==> config.mk <==
export PLATFORM = sky130hd
export DESIGN_NAME = power_task_event_regs
export DESIGN_NICKNAME = d
export VERILOG_FILES = /design/src/verilog/power_task_event_pkg.sv /design/src/verilog/event_flag_if.sv /design/src/verilog/event_flags.sv /design/src/verilog/edge_sync.sv /design/src/verilog/power_task_event_regs.sv
export SDC_FILE = /design/constraint.sdc
export NUM_CORES = 1
export LEC_CHECK = 0
export BUFFER_PORTS_ARGS = -buffer_cell sky130_fd_sc_hd__buf_2
export CAP_MARGIN = 20
export CORE_ASPECT_RATIO = 1.5
export CORE_MARGIN = 4
export CORE_UTILIZATION = 38
export CTS_CLUSTER_SIZE = 8
export DETAILED_ROUTE_END_ITERATION = 6
export PLACE_DENSITY = 0.92
export SETUP_SLACK_MARGIN = 0.4
export SLEW_MARGIN = 20
export SYNTH_ARGS = -nofsm -noshare
export SYNTH_HDL_FRONTEND = slang
export SYNTH_HIERARCHICAL = 1
export SYNTH_SLANG_ARGS = --single-unit
==> constraint.sdc <==
create_clock -name clock_in -period 2.03 [get_ports clock_in]
set_input_delay 0.1015 -clock clock_in [delete_from_list [all_inputs] [get_ports clock_in]]
set_output_delay 0.1015 -clock clock_in [all_outputs]
set_load 0.01 [all_outputs]
==> src/verilog/power_task_event_pkg.sv <==
// Purpose: shared constants and types for the power task/event register bank
// Assumes: apb with 32-bit data, byte addresses equal printed offsets
// Notes: one aligned word per register
package power_task_event_pkg;
  localparam int unsigned ADDR_W = 12;
  localparam logic [11:0] CONSTANT_LATENCY_TRIGGER_OFS = 12'h078;
  localparam logic [11:0] LOW_POWER_TRIGGER_OFS = 12'h07C;
  localparam logic [11:0] POWER_FAIL_WARNING_FLAG_OFS = 12'h108;
  localparam logic [11:0] SLEEP_ENTERED_FLAG_OFS = 12'h114;
  localparam logic [11:0] SLEEP_EXITED_FLAG_OFS = 12'h118;
  localparam logic [11:0] INTERRUPT_ENABLE_SET_OFS = 12'h304;
  localparam logic [11:0] INTERRUPT_ENABLE_CLEAR_OFS = 12'h308;
  localparam logic [11:0] LATENCY_STATUS_OFS = 12'h000;
  localparam int unsigned NUM_EVENTS = 3;
  localparam int unsigned BIT_POWER_FAIL_WARNING = 0;
  localparam int unsigned BIT_SLEEP_ENTERED = 1;
  localparam int unsigned BIT_SLEEP_EXITED = 2;
  localparam logic [31:0] REG_RESET = 32'h0000_0000;
  localparam logic [2:0] ENABLE_RESET = 3'h0;
  localparam logic [2:0] FLAG_RESET = 3'h0;
  localparam logic LATENCY_MODE_RESET = 1'b0;
  // access phase state of the slave
  typedef enum logic [0:0] {
    BUS_IDLE = 1'b0,
    BUS_ACCESS = 1'b1
  } bus_state_t;
endpackage : power_task_event_pkg

==> src/verilog/event_flag_if.sv <==
// Purpose: carries event sources and flag writes between bank and flag module
// Assumes: single clock domain
// Notes: pulses are one cycle wide
`timescale 1ns/10ps
interface event_flag_if;
  logic [2:0] source;
  logic [2:0] wr_strobe;
  logic [2:0] wr_value;
  logic [2:0] flags;
  modport bank (output source, output wr_strobe, output wr_value, input flags);
  modport store (input source, input wr_strobe, input wr_value, output flags);
endinterface : event_flag_if

==> src/verilog/event_flags.sv <==
// Purpose: holds the sticky event flags
// Assumes: sources are single-cycle pulses on clock_in
// Notes: an event in the cycle of a software write wins
`timescale 1ns/10ps
module event_flags
(
  input wire logic clock_in,
  input wire logic rst_in,
  event_flag_if.store ev
);
  typedef struct packed {
    logic [2:0] flags;
  } flag_state_t;
  flag_state_t state_q;
  flag_state_t state_d;

  // software write then hardware set, set wins
  always_comb
  begin
    state_d = state_q;
    for (int i = 0; i < 3; i++)
    begin
      if (ev.wr_strobe[i])
      begin
        state_d.flags[i] = ev.wr_value[i];
      end
      if (ev.source[i])
      begin
        state_d.flags[i] = 1'b1;
      end
    end
  end

  // state register
  always_ff @(posedge clock_in)
  begin
    if (rst_in)
    begin
      state_q <= '{flags: power_task_event_pkg::FLAG_RESET};
    end
    else
    begin
      state_q <= state_d;
    end
  end

  assign ev.flags = state_q.flags;
endmodule : event_flags

==> src/verilog/edge_sync.sv <==
// Purpose: two-stage synchroniser with rising and falling edge pulses
// Assumes: input from outside the clock domain
// Notes: edges are taken from the second and third stage only
`timescale 1ns/10ps
module edge_sync
(
  input wire logic clock_in,
  input wire logic rst_in,
  input wire logic level_in,
  output logic rise_out,
  output logic fall_out
);
  typedef struct packed {
    logic meta;
    logic sync;
    logic last;
  } sync_state_t;
  sync_state_t state_q;
  sync_state_t state_d;

  // shift chain
  always_comb
  begin
    state_d.meta = level_in;
    state_d.sync = state_q.meta;
    state_d.last = state_q.sync;
  end

  // state register
  always_ff @(posedge clock_in)
  begin
    if (rst_in)
    begin
      state_q <= '0;
    end
    else
    begin
      state_q <= state_d;
    end
  end

  assign rise_out = state_q.sync & ~state_q.last;
  assign fall_out = ~state_q.sync & state_q.last;
endmodule : edge_sync

==> src/verilog/power_task_event_regs.sv <==
// Purpose: task, event and interrupt enable registers of the power unit
// Assumes: apb slave, comparator warning and cpu sleep level come from other domains
// Notes: pready is high in every access phase, no wait states
`timescale 1ns/10ps
// Function
// (RULE1) write 1 starts constant latency mode
// (RULE2) write 1 starts low power mode
// (RULE3) sleep entered flag set on sleep entry
// (RULE4) sleep exited flag set on sleep exit
// (RULE5) set bit0 enables power fail interrupt
// (RULE6) set bit1 enables sleep entered interrupt
// (RULE7) set bit2 enables sleep exited; reset clears
// (RULE8) clear register disables, reads enable state
// (RULE9) irq when enabled flag set; zeros ignored
module power_task_event_regs
(
  input wire logic clock_in,
  input wire logic rst_in,
  input wire logic psel,
  input wire logic penable,
  input wire logic pwrite,
  input wire logic [31:0] paddr,
  input wire logic [31:0] pwdata,
  input wire logic [3:0] pstrb,
  output logic [31:0] prdata,
  output logic pready,
  output logic pslverr,
  input wire logic power_fail_warning_in,
  input wire logic cpu_sleeping_in,
  output logic constant_latency_out,
  output logic constant_latency_start_out,
  output logic low_power_start_out,
  output logic irq_out
);
  typedef struct packed {
    logic [2:0] enable;
    logic const_lat;
    logic cl_start;
    logic lp_start;
    logic irq;
  } bank_state_t;
  bank_state_t state_q;
  bank_state_t state_d;

  event_flag_if ev ();
  logic pof_rise;
  logic sleep_rise;
  logic sleep_fall;
  logic access;
  logic wr;
  logic [11:0] addr;
  logic hit;
  logic [31:0] rvalue;

  // synchronised event sources
  edge_sync pof_sync
  (
    .clock_in(clock_in),
    .rst_in(rst_in),
    .level_in(power_fail_warning_in),
    .rise_out(pof_rise),
    .fall_out()
  );
  edge_sync sleep_sync
  (
    .clock_in(clock_in),
    .rst_in(rst_in),
    .level_in(cpu_sleeping_in),
    .rise_out(sleep_rise),
    .fall_out(sleep_fall)
  );

  event_flags flags_inst
  (
    .clock_in(clock_in),
    .rst_in(rst_in),
    .ev(ev)
  );

  // bus decode; refused addresses never write, so upper bits cannot alias
  assign access = psel & penable;
  assign wr = access & pwrite & hit;
  assign addr = paddr[11:0];
  assign hit = (paddr[31:12] == 20'h00000) && (paddr[1:0] == 2'h0) &&
    ((addr == power_task_event_pkg::CONSTANT_LATENCY_TRIGGER_OFS) ||
     (addr == power_task_event_pkg::LOW_POWER_TRIGGER_OFS) ||
     (addr == power_task_event_pkg::POWER_FAIL_WARNING_FLAG_OFS) ||
     (addr == power_task_event_pkg::SLEEP_ENTERED_FLAG_OFS) ||
     (addr == power_task_event_pkg::SLEEP_EXITED_FLAG_OFS) ||
     (addr == power_task_event_pkg::INTERRUPT_ENABLE_SET_OFS) ||
     (addr == power_task_event_pkg::INTERRUPT_ENABLE_CLEAR_OFS) ||
     (addr == power_task_event_pkg::LATENCY_STATUS_OFS));

  // event sources into the flag store
  assign ev.source = {sleep_fall, sleep_rise, pof_rise}; // RULE3 RULE4 RULE5

  // software writes to the flag registers, low byte lane carries bit 0
  always_comb
  begin
    ev.wr_strobe = 3'h0;
    ev.wr_value = {3{pwdata[0]}};
    if (wr && pstrb[0])
    begin
      ev.wr_strobe[0] = (addr == power_task_event_pkg::POWER_FAIL_WARNING_FLAG_OFS); // RULE5
      ev.wr_strobe[1] = (addr == power_task_event_pkg::SLEEP_ENTERED_FLAG_OFS); // RULE3
      ev.wr_strobe[2] = (addr == power_task_event_pkg::SLEEP_EXITED_FLAG_OFS); // RULE4
    end
  end

  // read mux, write-only triggers read zero
  always_comb
  begin
    rvalue = power_task_event_pkg::REG_RESET;
    case (addr)
      power_task_event_pkg::POWER_FAIL_WARNING_FLAG_OFS:
        rvalue[0] = ev.flags[power_task_event_pkg::BIT_POWER_FAIL_WARNING];
      power_task_event_pkg::SLEEP_ENTERED_FLAG_OFS:
        rvalue[0] = ev.flags[power_task_event_pkg::BIT_SLEEP_ENTERED]; // RULE3
      power_task_event_pkg::SLEEP_EXITED_FLAG_OFS:
        rvalue[0] = ev.flags[power_task_event_pkg::BIT_SLEEP_EXITED]; // RULE4
      power_task_event_pkg::INTERRUPT_ENABLE_SET_OFS:
        rvalue[2:0] = state_q.enable; // RULE6 RULE7
      power_task_event_pkg::INTERRUPT_ENABLE_CLEAR_OFS:
        rvalue[2:0] = state_q.enable; // RULE8
      power_task_event_pkg::LATENCY_STATUS_OFS:
        rvalue[0] = state_q.const_lat;
      default:
        rvalue = power_task_event_pkg::REG_RESET; // RULE1
    endcase
  end

  // register bank next state
  always_comb
  begin
    state_d = state_q;
    state_d.cl_start = 1'b0;
    state_d.lp_start = 1'b0;
    if (wr && pstrb[0])
    begin
      if (addr == power_task_event_pkg::CONSTANT_LATENCY_TRIGGER_OFS && pwdata[0])
      begin
        state_d.const_lat = 1'b1; // RULE1
        state_d.cl_start = 1'b1; // RULE1
      end
      if (addr == power_task_event_pkg::LOW_POWER_TRIGGER_OFS && pwdata[0])
      begin
        state_d.const_lat = 1'b0; // RULE2
        state_d.lp_start = 1'b1; // RULE2
      end
      if (addr == power_task_event_pkg::INTERRUPT_ENABLE_SET_OFS)
      begin
        state_d.enable = state_q.enable | pwdata[2:0]; // RULE5 RULE6 RULE7 RULE9
      end
      if (addr == power_task_event_pkg::INTERRUPT_ENABLE_CLEAR_OFS)
      begin
        state_d.enable = state_q.enable & ~pwdata[2:0]; // RULE8 RULE9
      end
    end
    state_d.irq = |(ev.flags & state_q.enable); // RULE9
  end

  // state register, all enables cleared at reset
  always_ff @(posedge clock_in)
  begin
    if (rst_in)
    begin
      state_q <= '{enable: power_task_event_pkg::ENABLE_RESET, // RULE7
        const_lat: power_task_event_pkg::LATENCY_MODE_RESET,
        cl_start: 1'b0, lp_start: 1'b0, irq: 1'b0};
    end
    else
    begin
      state_q <= state_d;
    end
  end

  // outputs; read data shown combinationally during the access phase
  assign prdata = hit ? rvalue : power_task_event_pkg::REG_RESET;
  assign pready = 1'b1;
  assign pslverr = access & ~hit;
  assign constant_latency_out = state_q.const_lat;
  assign constant_latency_start_out = state_q.cl_start;
  assign low_power_start_out = state_q.lp_start;
  assign irq_out = state_q.irq;
endmodule : power_task_event_regs

==> results.sh, run 1 <==
export IMPL_outcome="finished clean"
export IMPL_post_drt_wl_per_cell_um=13.8
export IMPL_nets=283
export IMPL_syn_area_per_cell_um2=8.68
export IMPL_max_clock_path_buffers=2
export IMPL_clock_sinks=16
export IMPL_hold_buffers=0
export IMPL_design_area_um2=1610
export IMPL_syn_area_um2=1310
export IMPL_cp_arrival_ps=1500
export IMPL_reg2reg_depth=2
export IMPL_cts_tree="built"
export IMPL_finalSetupViolCount=0
export IMPL_grt_pass1_vias=1283
export IMPL_dieArea_um2=4470
export IMPL_synthCells=151
export IMPL_fin_crit_sh_pct=79.1
export IMPL_final_min_clock_period_ps=1610
export IMPL_ys_warn_count=6
export IMPL_clockPowerShare_pct=32.4
export IMPL_p_leak_uw=0.000661
export IMPL_portBuffers=50
export IMPL_powerDensity_nw_per_um2=437
export IMPL_sw_frac_of_total_pct=27.2
export IMPL_fmax_mhz=623
export IMPL_insertion_delay_ps=240
export IMPL_via_count=1310
export IMPL_hpwlAfterDp_mm=2.75
export IMPL_wirelength_mm=3.39
export IMPL_r2r_end="irq_out$_SDFF_PP0_"
export IMPL_root_buffer="clkbuf_8"
export IMPL_drtAntennaViolNets=0
export IMPL_fp_coreArea_um2=3220
export IMPL_hold_end="pof_sync/state_d[1]$_SDFF_PP0_"
export IMPL_finalWeightedCongestion=0.845
export IMPL_drv_cap=0
export IMPL_criticalPathCategory="input port to output pin"
export IMPL_antenna_found_initial=0
export IMPL_crit_fanout=6
export IMPL_grt_pass1_wl_mm=5.11
export IMPL_initial_core_util_pct=40.7
export IMPL_cts_buffers=3
export IMPL_rows=25
export IMPL_rsz0062_at_grt="yes"
export IMPL_grtUsageTotal_pct=14.1
export IMPL_seqPwrFrac_pct=46.1
export IMPL_drive_gt1_share_pct=40.8
export IMPL_startpoint_type="input port"
export IMPL_htreeDepth=1
export IMPL_syn_to_final_growth_pct=22.9
export IMPL_min_from="power_fail_warning_in"
export IMPL_min_path_type="input port to register"
export IMPL_antenna_cells=0
export IMPL_grt_start_max_net_pins=17
export IMPL_setup_tns_ps=0
export IMPL_r2r_start="flags_inst/ev.flags[2]$_SDFFE_PP0P_"
export IMPL_critPathCaptureType="output pin"
export IMPL_finalClockSkew_ps=1.42
export IMPL_first_pass_iters=4
export IMPL_first_iter_violations=69
export IMPL_die_x_um=56.0
export IMPL_grt_overflow=0
export IMPL_hold_path_cell_count=2
export IMPL_fillers=324
export IMPL_ioPinCount=113
export IMPL_placed_area_um2=1510
export IMPL_p_int_uw=513
export IMPL_path_clk_slew_ps=60
export IMPL_dieHeight_um=79.9
export IMPL_r2r_slack_ps=1150
export IMPL_via_per_inst=5.33
export IMPL_drc=0
export IMPL_pwr_share_comb_pct=21.4
export IMPL_vdd_ir_drop_max_mv=0.379
export IMPL_p_switching_uw=191
export IMPL_hold_violations=0
export IMPL_required_ps=1930
export IMPL_slew_violations=0
-- worst max-delay path by stage --
stage	startpoint	to	slack (ps)	depth (start not counted)
6_report	paddr[5]	prdata[0]	420	6
5_1_grt	paddr[29]	prdata[2]	380	7
4_1_cts	paddr[7]	prdata[0]	410	7
3_5_place_dp	paddr[4]	flags_inst/ev.flags[0]$_SDFFE_PP0P_	210	6
3_3_place_gp	paddr[4]	flags_inst/ev.flags[0]$_SDFFE_PP0P_	250	6
2_1_floorplan	paddr[2]	flags_inst/ev.flags[0]$_SDFFE_PP0P_	430	7
-- metal layers --
layer	GRT usage (%)	wire length (um)	share of wire [%]
met5	0	0	0
met4	9.26	142	4.2
met3	5.02	364	11
met2	27.3	1880	55
met1	11.6	1010	30
-- stage by stage --
step / power, uW / instances / hold slack [ps] / utilization, % / setup slack [ps]
floorplan: 445 / 179 / 171 / - / 434
global placement: 466 / 242 / 310 / 47.0 / 254
detailed placement: 470 / 242 / 316 / 47.0 / 208
CTS: 701 / 245 / 59.1 / 48.5 / 411
global route: 744 / 246 / 96.6 / 50.0 / 380
finish: 705 / 246 / 63.5 / 50.0 / 424
-- cells in the final DEF (no fill, tap or decap), drive strengths merged, types with 2 or more instances in the layout --
cell type  instances
conb              30
a21oi              3
nand4             12
nand3b             3
nor2b              9
nand2              6
and4               3
nand3              2
and3               2
nor4b              3
nor2               5
nor4               7
buf               58
or3                2
a211oi             4
dfxtp             16
mux2i              3
inv                7
clkbuf             3
or2                2
a311oi             2
nor3              10
-- critical path: stages --
cell,delay [ps]
buf_2,140
or4b_4,570
a211oi_2,230
o21ai_1,120
a311oi_2,190
buf_2,160
-- cell type report --
| class | instances | area, um^2 | share of cell area, % |
|---|---|---|---|
| tap | 40 | 50.0 | 3.11 |
| clock buffer | 3 | 41.3 | 2.56 |
| timing repair buffer | 58 | 310 | 19.3 |
| inverter | 7 | 26.3 | 1.63 |
| sequential | 16 | 320 | 19.9 |
| multi-input combinational | 122 | 863 | 53.6 |
-- power by group through the flow --
stage               clock network [uW]  logic [uW]  registers (uW)
global placement                     0         135             332
detailed placement                   0         138             332
floorplan                            0         114             331
finish                             229         151             325
CTS                                237         139             325
global route                       252         166             326
-- what timing repair did --
| action | CTS | global route |
|---|---|---|
| hold endpoints to repair | 0 | 0 |
| setup endpoints to repair | 4 | 6 |
| pin swaps | 1 | 1 |
| buffers inserted | 0 | 1 |
| resized for setup | 4 | 7 |
Note: power is estimated with default switching activity, not from simulation.
==> run 2: changes to the inputs <==
ABC_AREA = 1   (was not set)
CORE_UTILIZATION = 37   (was 38)
clock period = 1.49 ns   (was 2.03 ns; I/O delays follow)
==> run 2 against run 1 <==
Against the previous run: clock power is 33% higher; global-route usage is 0.93 points higher; critical path depth is 8 higher; via count is 5.3% higher; worst setup slack worse by 290 ps; first-iteration DRC count is 72% lower; final cell count is 26% higher; core utilization is 9.4 points higher; die area is 3.0% lower; register-to-register slack worse by 410 ps; synthesized cell count is 32% higher; largest power group unchanged; highest routed layer unchanged.
==> results.sh, run 2 <==
export IMPL_outcome="finished clean"
export IMPL_criticalPathCategory="input port to register"
export IMPL_antenna_cells=0
export IMPL_final_cell_mix="42 x buf_2, 31 x nor2_1, 30 x conb_1"
export IMPL_fp_coreArea_um2=3190
export IMPL_multi_input_area_um2=890
export IMPL_rows=25
export IMPL_startpoint_type="input port"
export IMPL_powerDensity_nw_per_um2=515
export IMPL_ioPinCount=113
export IMPL_antenna_found_initial=0
export IMPL_highest_layer="met4"
export IMPL_drive_gt1_share_pct=49.3
export IMPL_setup_slack_ps=134
export IMPL_crit_chain="buf_6, nor2_4, inv_2, nor2_4, nand3_2, nand2_2, nor2_2, nand3_2, buf_6, nand3_4, nor2_4, nand3_2, nand2_2, nor2_1"
export IMPL_dr_wl_met2_mm=1.97
export IMPL_required_ps=1630
export IMPL_wl_met1_mm=1.07
export IMPL_root_buffer="clkbuf_8"
export IMPL_first_iter_violations=19
export IMPL_drv_cap=0
export IMPL_via_per_inst=4.45
export IMPL_syn_to_final_growth_pct=53.7
export IMPL_syn_area_um2=1230
export IMPL_portBuffers=50
export IMPL_max_clock_path_buffers=2
export IMPL_regArea_um2=320
export IMPL_post_route_util_pct=59.4
export IMPL_grt_pass1_vias=1323
export IMPL_min_path_type="input port to register"
export IMPL_drc=0
export IMPL_setup_tns_ps=0
export IMPL_grt_pass1_wl_mm=4.95
export IMPL_cts_buffers=3
export IMPL_crit_family="simple AND/OR/NAND/NOR gates"
export IMPL_hpwlAfterDp_mm=2.35
export IMPL_critPathCaptureType="register"
export IMPL_die_x_um=55.1
export IMPL_slowest_stage="nor2_4"
export IMPL_grt_overflow=0
export IMPL_dieHeight_um=78.7
export IMPL_finalNonFillerCells=310
export IMPL_post_drt_wl_per_cell_um=11.1
export IMPL_finalWeightedCongestion=0.837
export IMPL_slew_violations=0
export IMPL_ys_warn_count=6
export IMPL_crit_fanout=7
export IMPL_path_clk_slew_ps=60
export IMPL_nets=347
export IMPL_dieArea_um2=4340
export IMPL_wl_met3_um=315
export IMPL_cts_tree="built"
export IMPL_insertion_delay_ps=240
export IMPL_grt_start_max_net_pins=13
export IMPL_drtAntennaViolNets=0
export IMPL_final_min_clock_period_ps=1360
export IMPL_grtUsageTotal_pct=15.0
export IMPL_hold_violations=0
export IMPL_finalClockSkew_ps=2.59
export IMPL_wirelength_mm=3.44
export IMPL_fmax_mhz=738
export IMPL_fillers=273
export IMPL_hold_buffers=0
export IMPL_slowest_delay_ps=230
export IMPL_finalSetupViolCount=0
export IMPL_initial_core_util_pct=38.7
export IMPL_synthCells=199
export IMPL_htreeDepth=1
export IMPL_clock_sinks=16
export IMPL_preCtsSetupSlack_ps=24.0
export IMPL_syn_area_per_cell_um2=6.20
export IMPL_rsz0062_at_grt="yes"
export IMPL_final_common_cell="buf_2"
export IMPL_vdd_ir_drop_max_mv=0.578
export IMPL_crit_buf_inv=3
export IMPL_fin_crit_sh_pct=91.0
export IMPL_place_inst=295
export IMPL_p_leak_uw=0.000971
export IMPL_via_count=1380
export IMPL_fin_total_pwr_uw=976
export IMPL_cp_arrival_ps=1490
export IMPL_first_pass_iters=4
[run 2: layout make-up]
cell class,count,area share (%)
Clock buffer,3,2.18
Inverter,31,6.80
Multi-Input combinational cell,150,46.9
Sequential cell,16,16.9
Tap cell,40,2.64
Timing Repair Buffer,70,24.6
[run 2: worst min-delay path, cell delays in order]
cell and delay, ps:
buf_2 70, inv_1 30, nor2_1 60
[run 2: through the flow]
stage	hold slack [ps]	instance area (um^2)
3_3_place_gp	272	1540
4_1_cts	29.1	1800
3_5_place_dp	283	1540
6_report	33.4	1900
2_1_floorplan	146	1400
5_1_grt	47.0	1900
[run 2: metal layers]
layer	track usage, %	up-vias
li1	-	694
met5	0	-
met2	30.6	70
met1	12.1	605
met4	6.57	0
met3	3.56	11
[run 2: final timing paths]
check	slack, ps	to	depth (start not counted)	startpoint
worst max-delay path	130	register	14	paddr[6]
worst min-delay path	30	sleep_sync/state_d[1]$_SDFF_PP0_	3	cpu_sleeping_in
worst max register to register	740	flags_inst/ev.flags[1]$_SDFFE_PP0P_	6	sleep_sync/state_d[0]$_SDFF_PP0_
worst min register to register	400	sleep_sync/state_d[0]$_SDFF_PP0_	2	sleep_sync/state_d[1]$_SDFF_PP0_
[run 2: where the power goes]
group	switching [uW]	internal, uW	total, uW
clock	126	178	304
sequential	4.88	438	443
combinational	138	91.1	229
[run 2: repair_timing]
action | in CTS | in global routing
pin swaps | 20 | 19
resized for setup | 41 | 18
setup buffers | 8 | 4
endpoints found under the setup margin | 13 | 13
